File: src/logic/dctl_consts.svh
/*
 * Offsets, reset values and timing counts of the distributed-clock time loop.
 * Assumes byte-wide register accesses with 12-bit byte addresses.
 */
`ifndef DCTL_CONSTS_SVH
`define DCTL_CONSTS_SVH

// register byte addresses
`define DCTL_ADDR_RCV_PORT0 12'h900
`define DCTL_ADDR_SYSTIME 12'h910
`define DCTL_ADDR_SYSTIME_TOP 12'h913
`define DCTL_ADDR_RCV_EPU 12'h918
`define DCTL_ADDR_OFFSET 12'h920
`define DCTL_ADDR_DELAY 12'h928
`define DCTL_ADDR_DIFF 12'h92c
`define DCTL_ADDR_SPD_START 12'h930
`define DCTL_ADDR_SPD_START_HI 12'h931
`define DCTL_ADDR_SPD_DEV 12'h932
`define DCTL_ADDR_TDF_DEPTH 12'h934
`define DCTL_ADDR_SDF_DEPTH 12'h935
`define DCTL_ADDR_CYC_CTRL 12'h980
`define DCTL_ADDR_SYNC_ACT 12'h981
`define DCTL_ADDR_CAP0_POS 12'h9b0

// field positions
`define DCTL_CYC_SYNC_BIT 0
`define DCTL_CYC_CAP0_BIT 4
`define DCTL_CYC_CAP1_BIT 5

// reset values and limits
`define DCTL_SPD_START_RESET 15'h1000
`define DCTL_SPD_START_MIN 15'h0080
`define DCTL_SPD_START_MAX 15'h3fff
`define DCTL_SPD_DEV_MARGIN 16'h007f

// timing: local time advances by the clock period in ns each cycle
`define DCTL_CLK_PERIOD_NS 8
`define DCTL_STEP_NS 64'(`DCTL_CLK_PERIOD_NS)

`endif

File: src/logic/dctl_pkg.sv
/*
 * Types of the distributed-clock time loop: byte accesses, answers, frame marks, ownership.
 * Assumes the constants header is included by the design file.
 */
package dctl_pkg;
	// one byte access from either side
	typedef struct packed {
		logic req;
		logic wr;
		logic [11:0] addr;
		logic [7:0] wdata;
	} dctl_acc_t;
	// read answer, one cycle after the request
	typedef struct packed {
		logic valid;
		logic [7:0] rdata;
	} dctl_ans_t;
	// one-cycle frame marks from the network receive path
	typedef struct packed {
		logic preamble;
		logic sof;
		logic eof;
	} dctl_frame_t;
	// ownership and activation outputs
	typedef struct packed {
		logic sync_host;
		logic cap0_host;
		logic cap1_host;
		logic sync_active;
		logic sync_pulse_zero_en;
	} dctl_own_t;
endpackage : dctl_pkg

File: src/logic/dctl_time_loop.sv
/*
 * Distributed-clock time loop: local system time, offset, delay, difference filter,
 * speed counter, cyclic unit ownership and the first two sync-out activation bits.
 * Assumes byte accesses from the network side and the host side on clk_sys, frame
 * marks as one-cycle pulses on clk_sys, and a capture pin from outside the clock domain.
 */
`include "dctl_consts.svh"
`timescale 1ns/1ns
`default_nettype none

module dctl_time_loop #(
	parameter logic [14:0] SPD_START_RESET = `DCTL_SPD_START_RESET
) (
	input wire logic clk_sys,
	input wire logic rst_b,
	input wire dctl_pkg::dctl_acc_t net_acc,
	input wire dctl_pkg::dctl_acc_t host_acc,
	input wire dctl_pkg::dctl_frame_t net_frame,
	input wire logic host_time_ctrl_cfg,
	input wire logic cap0_pin,
	output dctl_pkg::dctl_ans_t net_ans,
	output dctl_pkg::dctl_ans_t host_ans,
	output dctl_pkg::dctl_own_t own,
	output logic [63:0] sys_time
);
	import dctl_pkg::*;

	logic host_ctrl;
	logic cfg_taken;
	logic [63:0] local_time;
	logic [63:0] offset;
	logic [31:0] delay;
	logic [63:0] net_snap;
	logic [63:0] host_snap;
	logic [63:0] pre_time;
	logic [63:0] rcv_epu;
	logic rcv_pend;
	logic [31:0] net_wbuf;
	logic net_time_wr;
	logic [23:0] host_wbuf;
	logic cap0_s1, cap0_s2, cap0_d;
	logic [63:0] cap0_time;
	logic cmp_valid;
	logic signed [31:0] cmp_diff;
	logic signed [31:0] mean;
	logic signed [15:0] dev;
	logic [14:0] spd_start;
	logic [3:0] tdf_depth;
	logic [3:0] sdf_depth;
	logic [15:0] sdf_cnt;
	logic [14:0] spd_cnt;
	logic [7:0] cyc_ctrl;

	////////////////////////////////////////////////////////////////////////////
	// access decode

	dctl_acc_t lp_acc;
	logic lp_we;
	logic net_we, host_we;
	logic [11:0] lp_word;
	assign net_we = net_acc.req & net_acc.wr;
	assign host_we = host_acc.req & host_acc.wr;
	// only the side that owns the loop may write its registers
	assign lp_acc = host_ctrl ? host_acc : net_acc;
	assign lp_we = host_ctrl ? host_we : net_we;
	assign lp_word = {lp_acc.addr[11:3], 3'h0};

	logic wr_spd_start, wr_tdf, wr_sdf;
	assign wr_spd_start = lp_we & ((lp_acc.addr == `DCTL_ADDR_SPD_START) | (lp_acc.addr == `DCTL_ADDR_SPD_START_HI));
	assign wr_tdf = lp_we & (lp_acc.addr == `DCTL_ADDR_TDF_DEPTH);
	assign wr_sdf = lp_we & (lp_acc.addr == `DCTL_ADDR_SDF_DEPTH);

	// configuration level caught once after reset release, not in the reset branch
	always_ff @(posedge clk_sys or negedge rst_b) begin
		if (!rst_b) begin
			host_ctrl <= 1'b0;
			cfg_taken <= 1'b0;
		end else if (!cfg_taken) begin
			host_ctrl <= host_time_ctrl_cfg;
			cfg_taken <= 1'b1;
		end
	end

	////////////////////////////////////////////////////////////////////////////
	// local time, system time and speed steering

	logic [15:0] dev_abs;
	logic [63:0] next_step;
	assign dev_abs = dev[15] ? 16'(-dev) : 16'(dev);
	always_comb begin
		next_step = `DCTL_STEP_NS;
		if (spd_cnt == 15'h0 && dev != 16'sh0) begin
			// one ns extra or less each speed period: faster when local lags
			next_step = dev[15] ? `DCTL_STEP_NS - 64'h1 : `DCTL_STEP_NS + 64'h1;
		end
	end

	// speed counter reloads shorter as the deviation grows
	always_ff @(posedge clk_sys or negedge rst_b) begin
		if (!rst_b) begin
			spd_cnt <= 15'h0;
		end else if (spd_cnt == 15'h0) begin
			spd_cnt <= spd_start - dev_abs[14:0];
		end else begin
			spd_cnt <= spd_cnt - 15'h1;
		end
	end

	// free-running local time and its corrected copy
	always_ff @(posedge clk_sys or negedge rst_b) begin
		if (!rst_b) begin
			local_time <= 64'h0;
			sys_time <= 64'h0;
		end else begin
			local_time <= local_time + next_step;
			sys_time <= local_time + offset;
		end
	end

	// offset and delay are byte-writable by the loop owner
	always_ff @(posedge clk_sys or negedge rst_b) begin
		if (!rst_b) begin
			offset <= 64'h0;
			delay <= 32'h0;
		end else if (lp_we) begin
			if (lp_word == `DCTL_ADDR_OFFSET) begin
				offset[{lp_acc.addr[2:0], 3'h0} +: 8] <= lp_acc.wdata;
			end
			if ({lp_acc.addr[11:2], 2'h0} == `DCTL_ADDR_DELAY) begin
				delay[{lp_acc.addr[1:0], 3'h0} +: 8] <= lp_acc.wdata;
			end
		end
	end

	////////////////////////////////////////////////////////////////////////////
	// snapshots and receive time

	always_ff @(posedge clk_sys or negedge rst_b) begin
		if (!rst_b) begin
			net_snap <= 64'h0;
		end else if (net_frame.sof) begin
			net_snap <= sys_time + {32'h0, delay};
		end
	end

	// later host bytes come from the copy taken with byte 0, so they stay consistent
	always_ff @(posedge clk_sys or negedge rst_b) begin
		if (!rst_b) begin
			host_snap <= 64'h0;
		end else if (host_acc.req && !host_acc.wr && host_acc.addr == `DCTL_ADDR_SYSTIME) begin
			host_snap <= sys_time;
		end
	end

	// preamble time kept per frame, published at frame end if port 0 time was written
	always_ff @(posedge clk_sys or negedge rst_b) begin
		if (!rst_b) begin
			pre_time <= 64'h0;
			rcv_epu <= 64'h0;
			rcv_pend <= 1'b0;
		end else begin
			if (net_frame.preamble) begin
				pre_time <= local_time;
			end
			if (net_frame.eof) begin
				rcv_pend <= 1'b0;
				if (rcv_pend) begin
					rcv_epu <= pre_time;
				end
			end else if (net_we && net_acc.addr == `DCTL_ADDR_RCV_PORT0) begin
				rcv_pend <= 1'b1;
			end
		end
	end

	// capture pin synchroniser and rising-edge time
	always_ff @(posedge clk_sys or negedge rst_b) begin
		if (!rst_b) begin
			cap0_s1 <= 1'b0;
			cap0_s2 <= 1'b0;
			cap0_d <= 1'b0;
			cap0_time <= 64'h0;
		end else begin
			cap0_s1 <= cap0_pin;
			cap0_s2 <= cap0_s1;
			cap0_d <= cap0_s2;
			if (cap0_s2 && !cap0_d) begin
				cap0_time <= sys_time;
			end
		end
	end

	////////////////////////////////////////////////////////////////////////////
	// time writes into the loop

	always_ff @(posedge clk_sys or negedge rst_b) begin
		if (!rst_b) begin
			net_wbuf <= 32'h0;
			net_time_wr <= 1'b0;
			host_wbuf <= 24'h0;
			cmp_valid <= 1'b0;
			cmp_diff <= 32'sh0;
		end else begin
			cmp_valid <= 1'b0;
			if (!host_ctrl && net_we && {net_acc.addr[11:2], 2'h0} == `DCTL_ADDR_SYSTIME) begin
				net_wbuf[{net_acc.addr[1:0], 3'h0} +: 8] <= net_acc.wdata;
				if (net_acc.addr == `DCTL_ADDR_SYSTIME) begin
					net_time_wr <= 1'b1;
				end
			end
			if (net_frame.eof) begin
				net_time_wr <= 1'b0;
				if (net_time_wr) begin
					cmp_valid <= 1'b1;
					cmp_diff <= net_snap[31:0] - net_wbuf;
				end
			end
			if (host_ctrl && host_we && {host_acc.addr[11:2], 2'h0} == `DCTL_ADDR_SYSTIME) begin
				if (host_acc.addr == `DCTL_ADDR_SYSTIME_TOP) begin
					cmp_valid <= 1'b1;
					cmp_diff <= cap0_time[31:0] - {host_acc.wdata, host_wbuf};
				end else begin
					host_wbuf[{host_acc.addr[1:0], 3'h0} +: 8] <= host_acc.wdata;
				end
			end
		end
	end

	////////////////////////////////////////////////////////////////////////////
	// difference filter and speed deviation

	logic signed [32:0] diff_delta;
	logic signed [32:0] diff_shift;
	logic [15:0] dev_lim;
	logic sdf_tick;
	assign diff_delta = 33'(cmp_diff) - 33'(mean);
	assign diff_shift = diff_delta >>> tdf_depth;
	assign dev_lim = {1'b0, spd_start} - `DCTL_SPD_DEV_MARGIN;
	assign sdf_tick = cmp_valid && (sdf_cnt == 16'((17'h1 << sdf_depth) - 17'h1));

	// reset writes win over a comparison in the same cycle
	always_ff @(posedge clk_sys or negedge rst_b) begin
		if (!rst_b) begin
			mean <= 32'sh0;
		end else if (wr_spd_start || wr_tdf) begin
			mean <= 32'sh0;
		end else if (cmp_valid) begin
			mean <= mean + diff_shift[31:0];
		end
	end

	// speed filter: deviation moves once per 2^depth comparisons
	always_ff @(posedge clk_sys or negedge rst_b) begin
		if (!rst_b) begin
			sdf_cnt <= 16'h0;
		end else if (wr_sdf || wr_spd_start) begin
			sdf_cnt <= 16'h0;
		end else if (sdf_tick) begin
			sdf_cnt <= 16'h0;
		end else if (cmp_valid) begin
			sdf_cnt <= sdf_cnt + 16'h1;
		end
	end

	always_ff @(posedge clk_sys or negedge rst_b) begin
		if (!rst_b) begin
			dev <= 16'sh0;
		end else if (wr_spd_start) begin
			dev <= 16'sh0;
		end else if (sdf_tick) begin
			// mean below zero means local lags: speed up, bounded by the start value less the deviation margin
			if (mean < 0 && !dev[15] && 16'(dev) < dev_lim) begin
				dev <= dev + 16'sh1;
			end else if (mean < 0 && dev[15]) begin
				dev <= dev + 16'sh1;
			end else if (mean > 0 && dev[15] && dev_abs < dev_lim) begin
				dev <= dev - 16'sh1;
			end else if (mean > 0 && !dev[15]) begin
				dev <= dev - 16'sh1;
			end
		end
	end

	// speed start and filter depths; out-of-range start values are clamped
	logic [14:0] next_start;
	always_comb begin
		next_start = spd_start;
		if (lp_acc.addr == `DCTL_ADDR_SPD_START) begin
			next_start[7:0] = lp_acc.wdata;
		end else begin
			next_start[14:8] = lp_acc.wdata[6:0];
		end
		if (next_start < `DCTL_SPD_START_MIN) begin
			next_start = `DCTL_SPD_START_MIN;
		end else if (next_start > `DCTL_SPD_START_MAX) begin
			next_start = `DCTL_SPD_START_MAX;
		end
	end

	always_ff @(posedge clk_sys or negedge rst_b) begin
		if (!rst_b) begin
			spd_start <= SPD_START_RESET;
			tdf_depth <= 4'h0;
			sdf_depth <= 4'h0;
		end else begin
			if (wr_spd_start) begin
				spd_start <= next_start;
			end
			if (wr_tdf) begin
				tdf_depth <= lp_acc.wdata[3:0];
			end
			if (wr_sdf) begin
				sdf_depth <= lp_acc.wdata[3:0];
			end
		end
	end

	////////////////////////////////////////////////////////////////////////////
	// cyclic unit ownership and sync-out activation

	logic owner_we;
	assign owner_we = cyc_ctrl[`DCTL_CYC_SYNC_BIT] ? host_we : net_we;

	always_ff @(posedge clk_sys or negedge rst_b) begin
		if (!rst_b) begin
			cyc_ctrl <= 8'h0;
			own <= '0;
		end else begin
			if (net_we && net_acc.addr == `DCTL_ADDR_CYC_CTRL) begin
				cyc_ctrl <= net_acc.wdata & 8'h31;
			end
			own.sync_host <= cyc_ctrl[`DCTL_CYC_SYNC_BIT];
			own.cap0_host <= cyc_ctrl[`DCTL_CYC_CAP0_BIT] | host_ctrl;
			own.cap1_host <= cyc_ctrl[`DCTL_CYC_CAP1_BIT];
			if (owner_we) begin
				if ((cyc_ctrl[`DCTL_CYC_SYNC_BIT] ? host_acc.addr : net_acc.addr) == `DCTL_ADDR_SYNC_ACT) begin
					own.sync_active <= (cyc_ctrl[0] ? host_acc.wdata[0] : net_acc.wdata[0]);
					own.sync_pulse_zero_en <= (cyc_ctrl[0] ? host_acc.wdata[1] : net_acc.wdata[1]);
				end
			end
		end
	end

	////////////////////////////////////////////////////////////////////////////
	// read answers

	logic [31:0] diff_reg;
	logic [31:0] mean_abs;
	assign mean_abs = mean[31] ? 32'(-mean) : 32'(mean);
	assign diff_reg = {mean[31], mean_abs[30:0]};

	function automatic logic [7:0] rd_byte(input logic [11:0] a, input logic [63:0] st);
		logic [63:0] w;
		w = 64'h0;
		unique case ({a[11:3], 3'h0})
			`DCTL_ADDR_SYSTIME: w = st;
			`DCTL_ADDR_RCV_EPU: w = rcv_epu;
			`DCTL_ADDR_OFFSET: w = offset;
			`DCTL_ADDR_DELAY: w = {diff_reg, delay};
			`DCTL_ADDR_SPD_START: w = {16'h0, 4'h0, sdf_depth, 4'h0, tdf_depth, dev, 1'b0, spd_start};
			`DCTL_ADDR_CYC_CTRL: w = {48'h0, 6'h0, own.sync_pulse_zero_en, own.sync_active,
				cyc_ctrl[7:5], cyc_ctrl[4] | host_ctrl, cyc_ctrl[3:0]};
			`DCTL_ADDR_CAP0_POS: w = cap0_time;
			default: w = 64'h0;
		endcase
		w = w >> {a[2:0], 3'h0};
		return w[7:0];
	endfunction : rd_byte

	always_ff @(posedge clk_sys or negedge rst_b) begin
		if (!rst_b) begin
			net_ans <= '0;
			host_ans <= '0;
		end else begin
			net_ans.valid <= net_acc.req & ~net_acc.wr;
			net_ans.rdata <= rd_byte(net_acc.addr, net_snap);
			host_ans.valid <= host_acc.req & ~host_acc.wr;
			host_ans.rdata <= rd_byte(host_acc.addr,
				(host_acc.addr == `DCTL_ADDR_SYSTIME) ? sys_time : host_snap);
		end
	end
endmodule : dctl_time_loop

`default_nettype wire

File: config.mk
export PLATFORM = sky130hd
export DESIGN_NAME = dctl_time_loop
export DESIGN_NICKNAME = d
export VERILOG_FILES = /design/src/logic/dctl_pkg.sv /design/src/logic/dctl_time_loop.sv
export VERILOG_INCLUDE_DIRS = /design/src /design/src/logic
export SDC_FILE = /design/constraint.sdc
export NUM_CORES = 2
export LEC_CHECK = 0
export ABC_CLOCK_PERIOD_IN_PS = 7500
export BUFFER_PORTS_ARGS = -buffer_cell sky130_fd_sc_hd__buf_4
export CAP_MARGIN = 20
export CELL_PAD_IN_SITES_DETAIL_PLACEMENT = 1
export CELL_PAD_IN_SITES_GLOBAL_PLACEMENT = 1
export CORE_MARGIN = 3
export CORE_UTILIZATION = 50
export DETAILED_ROUTE_END_ITERATION = 10
export GPL_TIMING_DRIVEN = 0
export PLACE_DENSITY_LB_ADDON = 0.1
export SYNTH_ARGS = -nofsm -noshare
export SYNTH_HDL_FRONTEND = slang
export SYNTH_SLANG_ARGS = --single-unit
File: constraint.sdc
create_clock -name clk_sys -period 7.5 [get_ports clk_sys]
set_input_delay 1.5 -clock clk_sys [delete_from_list [all_inputs] [get_ports clk_sys]]
set_output_delay 1.5 -clock clk_sys [all_outputs]
set_load 0.005 [all_outputs]
Word-level counts from Yosys, hierarchy flattened
Index checks and enable logic that the tools add are counted.
- output and inout bits: 87
- bits in registers: 768
- bitwise gates (word level): 12
- reduce and logical (&&, ||, !) cells: 39
- shifts and indexed selects: 12
- eq/ne operators: 29
- add/sub/neg operators: 20
- $lt $le $gt $ge: 6
- mux-type cells: 46
- operator list (operator ; count):
    $pmux W64 S7 ; 2
    $mux W32 ; 6
    $mux W16 ; 10
    $eq A9 B9 Y1 const B ; 15
    $shr A64 B6 Y8 ; 2
    $eq A12 B12 Y1 const B ; 10
    $add A64 B32 Y64 ; 1
    $add A64 B4 Y64 ; 1
    $add A64 B64 Y64 ; 1
    $bwmux W32 ; 2
    $bwmux W64 ; 1
    $mux W64 ; 1
    $shift A8 B7 Y32 const A ; 2
    $shift A8 B8 Y64 const A ; 1
    $shiftx A8 B7 Y32 ; 2
    $shiftx A8 B8 Y64 ; 1
    $sub A32 B32 Y32 ; 2
    $mux W15 ; 3
    $sshr A33 B4 Y32 ; 1
    $sub A32 B32 Y33 ; 1
    $add A32 B32 Y32 ; 1
    $gt A32 B1 Y1 const B ; 1
    $lt A16 B16 Y1 ; 2
    $lt A32 B1 Y1 const B ; 1
    38 further kinds ; 94

Longest topological paths before layout
- depth after elaboration: 9
- gate-level depth with buffers: 27
- mapped depth without buffers: 27

Worst setup path before layout
No wires, ideal clock.
- path type: register to register
- from: register mean[0]
- to: register mean[31]
- period minus slack after synthesis: 5.815 ns
- path buffers: 1
- stages on the path, launching flop included: 26
- path slack: 1.685 ns
- data arrival time: 5.737 ns
- data required time: 7.422 ns
- path through: dfrtp_1 -> ha_1 -> fa_1 -> nand2b_1 -> a21oi_1 -> o21ba_2 -> a31o_2 -> clkbuf_1 -> a31oi_1 -> or3b_2 -> nand3_1 -> mux2i_1 -> a211oi_1 -> mux2i_1 -> mux2i_1 -> ha_1 -> and4_1 -> a221oi_1 -> o31ai_1 -> a32o_1 -> a221o_1 -> nor4_1 -> o41ai_1 -> xor2_1 -> a21o_1 -> a21oi_1
- word-level cells in the longest chain between the ends: 5
- ends and longest elaborated chain (element ; line ; source):
    start: declaration ; dctl_time_loop.sv:45 ; logic signed [31:0] mean;
    start signal: assignment ; dctl_time_loop.sv:248 ; mean <= mean + diff_shift[31:0];
    $sub A32 B32 Y33 ; dctl_time_loop.sv:236 ; assign diff_delta = 33'(cmp_diff) - 33'(mean);
    $sshr A33 B4 Y32 ; dctl_time_loop.sv:237 ; assign diff_shift = diff_delta >>> tdf_depth;
    $add A32 B32 Y32 (*) ; dctl_time_loop.sv:248 ;
    $mux W32 (*) ; dctl_time_loop.sv:247 ; end else if (cmp_valid) begin
    $mux W32 (*) ; dctl_time_loop.sv:245 ; end else if (wr_spd_start || wr_tdf) begin
Every way passes the cells marked *; elsewhere a longest branch is shown, timed or not. The select of a mux whose other input is x is not followed.
A chain may end at the register's enable or synchronous reset.

Final worst setup path
- from: input host_acc[17] (netlist bit)
- to: register host_ans[3] (netlist bit)
- word-level cells in the longest chain between the ends: 4
- elaborated cells between the ends (all ways): 11
- ends and longest elaborated chain (element ; line ; source):
    start: declaration ; dctl_time_loop.sv:17 ; input wire dctl_pkg::dctl_acc_t host_acc,
    $eq A12 B12 Y1 (no source line) ; - ;
    $mux W64 ; dctl_time_loop.sv:379 ; (host_acc.addr == `DCTL_ADDR_SYSTIME) ? sys_time : host_snap);
    $pmux W64 S7 (*) ; dctl_time_loop.sv:355 ; unique case ({a[11:3], 3'h0})
    $shr A64 B6 Y8 (*) ; dctl_time_loop.sv:366 ; w = w >> {a[2:0], 3'h0};
    end: declaration ; dctl_time_loop.sv:22 ; output dctl_pkg::dctl_ans_t host_ans,
Every way passes the cells marked *; elsewhere a longest branch is shown, timed or not.

==> flow_metrics.env <==
export IMPL_grt_antenna_before_repair=24
export IMPL_worst_path_max_stage_delay_ns=0.96
export IMPL_synth_xor_xnor_area_share=0.0630
export IMPL_drt_pre_antenna_iters=11
export IMPL_grt_first_pass_wirelength_um=392000
export IMPL_maxCapViolations=0
export IMPL_crit_path_cell_trace="buf_4 -> nor3b_1 -> and3_1 -> and4b_1 -> clkbuf_1 -> clkbuf_1 -> buf_8 -> clkbuf_1 -> buf_1 -> a21oi_1 -> a311oi_1 -> a311oi_1 -> a31oi_1"
export IMPL_post_cts_hold_buffer_count=0
export IMPL_setup_violations_final=1
export IMPL_num_rows=117
export IMPL_maximum_number_of_pins_on_one_net_before_global_route_repair=130
export IMPL_remaining_drc_errors=0
export IMPL_worst_ep_required_time_ns=8.05
export IMPL_insertion_delay_ns=0.73
export IMPL_gpl_final_weighted_congestion=1.11
export IMPL_vdd_ir_drop_max_mv=0.272
export IMPL_grt_usage=0.503
export IMPL_main_combinational_cell_family_by_area_after_synthesis="compound AO/OA/AOI/OAI gates"
export IMPL_ys_ff_latch=768
export IMPL_synth_top_area_frac=0.370
export IMPL_violations="negative setup slack"
export IMPL_clkTransAtPathRegs_ns=0.07
export IMPL_fin_crit_ns=7.62
export IMPL_cp_startpoint="host_acc[17]"
export IMPL_final_critical_path_setup_slack_ns=-0.118
export IMPL_critical_path_max_fanout=10
export IMPL_layout_cell_area_non_filler_mm2=0.0584
export IMPL_clock_sink_count=768
export IMPL_dp_hpwl_um=208000
export IMPL_synthCells=5844
export IMPL_ys_flop_type="dfrtp_1"
export IMPL_design_die_area_mm2=0.108
export IMPL_crit_end="host_ans[3]"
export IMPL_critPathSlowestCell="nor3b_1"
export IMPL_worstSetupPathType="in -> reg"
export IMPL_pin_slew_with_the_least_headroom_to_its_limit_ns=1.33
export IMPL_ratio_of_final_minimum_period_to_clock_period=1.02
export IMPL_cp_common_cell="clkbuf_1"
export IMPL_tritoncts="built"
export IMPL_hold_worst_slack_ns=0.357
export IMPL_areaGrowthSynthToFinish_pct=12.7
export IMPL_synth_async_sr_flop_share=1.00
export IMPL_cts_made_buffers=86
export IMPL_drt_antenna_violating_nets=0
export IMPL_floorplan_core_area_mm2=0.102
export IMPL_fmaxAchievable_mhz=131
export IMPL_residual_overflow_from_global_routing=0
export IMPL_yosys_mux_area_fraction=0.0874
export IMPL_design_portCount=138
export IMPL_drt_first_iter_violations=6733
export IMPL_die_height_um=328
export IMPL_synth_enable_flop_cells=0
export IMPL_syn_area_mm2=0.0518
export IMPL_htreeDepth=3
export IMPL_adder_cell_fraction_of_synth_area=0.0767
export IMPL_clock_root_buffer="clkbuf_16"
export IMPL_leakagePower_nw=26.7
export IMPL_viasPerCell=7.07
export IMPL_drt_wirelength_per_cell_um=36.5
export IMPL_post_synth_main_area_contributors="dfrtp_1, ha_1, nand2_1"
export IMPL_max_root_sink_buffers=3
export IMPL_reg2reg_setup_slack_ns=0.20
export IMPL_slew_violations=0
export IMPL_ys_warn_count=0
export IMPL_cp_endpoint_kind="register"
export IMPL_fin_nets=6463
export IMPL_worst_r2r_endpoint="mean[31]"
export IMPL_run_status="finished, violations left"
export IMPL_number_of_nets_in_the_synthesized_netlist=6208
export IMPL_fp_dieW_um=328
export IMPL_portBuffers=133
export IMPL_post_synth_num_cell_types=82
export IMPL_synth_compound_area_share=0.205
export IMPL_hold_path_class="reg -> reg"
export IMPL_power_density_mw_per_mm2=185
export IMPL_timing_max_slew_rel_slack=0.112
export IMPL_regToRegStartpoint="cmp_diff[0]"
export IMPL_r2r_worst_path_cells=25
export IMPL_post_synth_top_area_cell="dfrtp_1"
export IMPL_dpl_instance_area_mm2=0.0552
export IMPL_cp_arrival_ns=8.17
export IMPL_skew_ns=0.0585
export IMPL_synth_sequential_area_ratio=0.371
export IMPL_finalHoldViolCount=0
export IMPL_simple_gate_share_of_the_synthesized_area=0.158
export IMPL_initial_utilization=0.507
export IMPL_avgSynthCellArea_um2=8.87
export IMPL_vias=53400
export IMPL_grt_setup_unrepaired="no"
export IMPL_crit_path_start_kind="input port"
export IMPL_first_global_vias=54700
export IMPL_routed_wl_um=276000
export IMPL_layout_drive_gt1_share=0.101
[layout make-up]
cell class	count	area (um2)
clock inverter	31	512
clock buffer	125	2530
fill	11700	43900
sequential	768	19200
tap	1368	1710
multi-input combinational	4548	30700
antenna	19	47.5
buffer	302	1170
inverter	224	841
timing repair buffer	169	1670
[state kept, by name, indices dropped and copies added (netlist names), 15 cells and up]
name,cells
local_time,64
cap0_time,64
rcv_epu,64
mean,32
sdf_cnt,16
delay,32
net_snap,64
host_snap,64
spd_start,15
spd_cnt,15
dev,16
cmp_diff,32
sys_time,64
pre_time,64
host_wbuf,24
net_wbuf,32
offset,64
[critical path, delay by kind of cell]
kind / cells / cell delay (ns)
buffers and inverters: 6 / 3.11
AO/OA/AOI/OAI: 4 / 1.80
AND/OR/NAND/NOR: 3 / 1.72
[synth_stat cells, drive strengths merged (32+ instances only)]
| master | instances |
|---|---|
| a211oi | 58 |
| a21o | 126 |
| a21oi | 437 |
| a221o | 51 |
| a221oi | 84 |
| a222oi | 34 |
| a22oi | 52 |
| a31oi | 56 |
| and2 | 36 |
| and3 | 64 |
| buf | 32 |
| clkbuf | 272 |
| dfrtp | 767 |
| ha | 305 |
| inv | 221 |
| mux2 | 247 |
| mux2i | 170 |
| nand2 | 786 |
| nand2b | 62 |
| nand3 | 125 |
| nand4 | 55 |
| nor2 | 377 |
| nor2b | 64 |
| nor3 | 90 |
| o211ai | 35 |
| o21a | 38 |
| o21ai | 434 |
| o31ai | 52 |
| or3 | 48 |
| xnor2 | 273 |
| xor2 | 100 |
[stage by stage]
stage	std cells	setup WS, ns	util	TNS (ns)	power, mW
3_3_place_gp	7345	-4.08	0.533	-2927.66	5.96
5_1_grt	7535	0.0183	0.570	0	11.0
4_1_cts	7526	0.0195	0.569	0	10.7
2_1_floorplan	5844	1.69	-	0	5.34
6_report	7554	-0.118	0.571	-0.118	10.8
3_5_place_dp	7370	-0.858	0.539	-4.93	6.06
[layout by cell type, fill, tap and decap left out, types with 87 or more instances in the layout]
cell type  Yosys  final
o21ai_0      432    432
nand2_1      786    785
inv_1        220    220
clkbuf_1     272    286
ha_1         305    305
nor3_1        89     88
nand3_1      125    125
clkbuf_16      0     87
dfrtp_1      767    767
mux2_2       247    247
buf_4          0    136
xnor2_1      273    273
a21o_1       126    126
xor2_1       100    100
a21oi_1      437    436
nor2_1       377    377
mux2i_1      170    163
[logic make-up (layout without fill, tap and decap cells)]
| family | after synthesis | after routing |
|---|---|---|
| compound gates | 1648 | 1648 |
| fa+ha+maj | 313 | 313 |
| other cells | 1 | 20 |
| simple gates | 1794 | 1794 |
| flops | 768 | 768 |
| xor+xnor | 373 | 373 |
| mux | 419 | 419 |
| buf+inv | 528 | 851 |
[where the power goes]
part	total (mW)	switching (mW)	internal (mW)
Clock	4.67	2.02	2.65
Combinational	1.72	1.11	0.615
Sequential	4.39	0.162	4.23
[worst min-delay path by stage]
stage,startpoint,endpoint,depth (start not counted)
global route,cap0_s1,cap0_s2,0
global placement,cap0_s1,cap0_s2,0
detailed placement,cap0_s1,cap0_s2,0
CTS,cap0_s1,cap0_s2,0
finish,cap0_s1,cap0_s2,0
floorplan,cap0_s1,cap0_s2,0
[routing by layer]
layer | track usage | part of all wire | vias up | wire length (um)
li1 | - | - | 21600 | -
met1 | 0.607 | 0.36 | 26900 | 101000
met2 | 0.734 | 0.42 | 3713 | 115000
met3 | 0.187 | 0.13 | 1168 | 35100
met4 | 0.369 | 0.090 | 14 | 24900
met5 | 0 | 0.00036 | - | 100
[what timing repair did]
action | CTS | global route
gates resized for setup | 2 | 6
endpoints found under the hold margin | 0 | 0
pin swaps | 0 | 1
cloned | 0 | 0
buffers inserted | 0 | 3
setup endpoints to repair | 2 | 8
(Power assumes the default switching activity.)
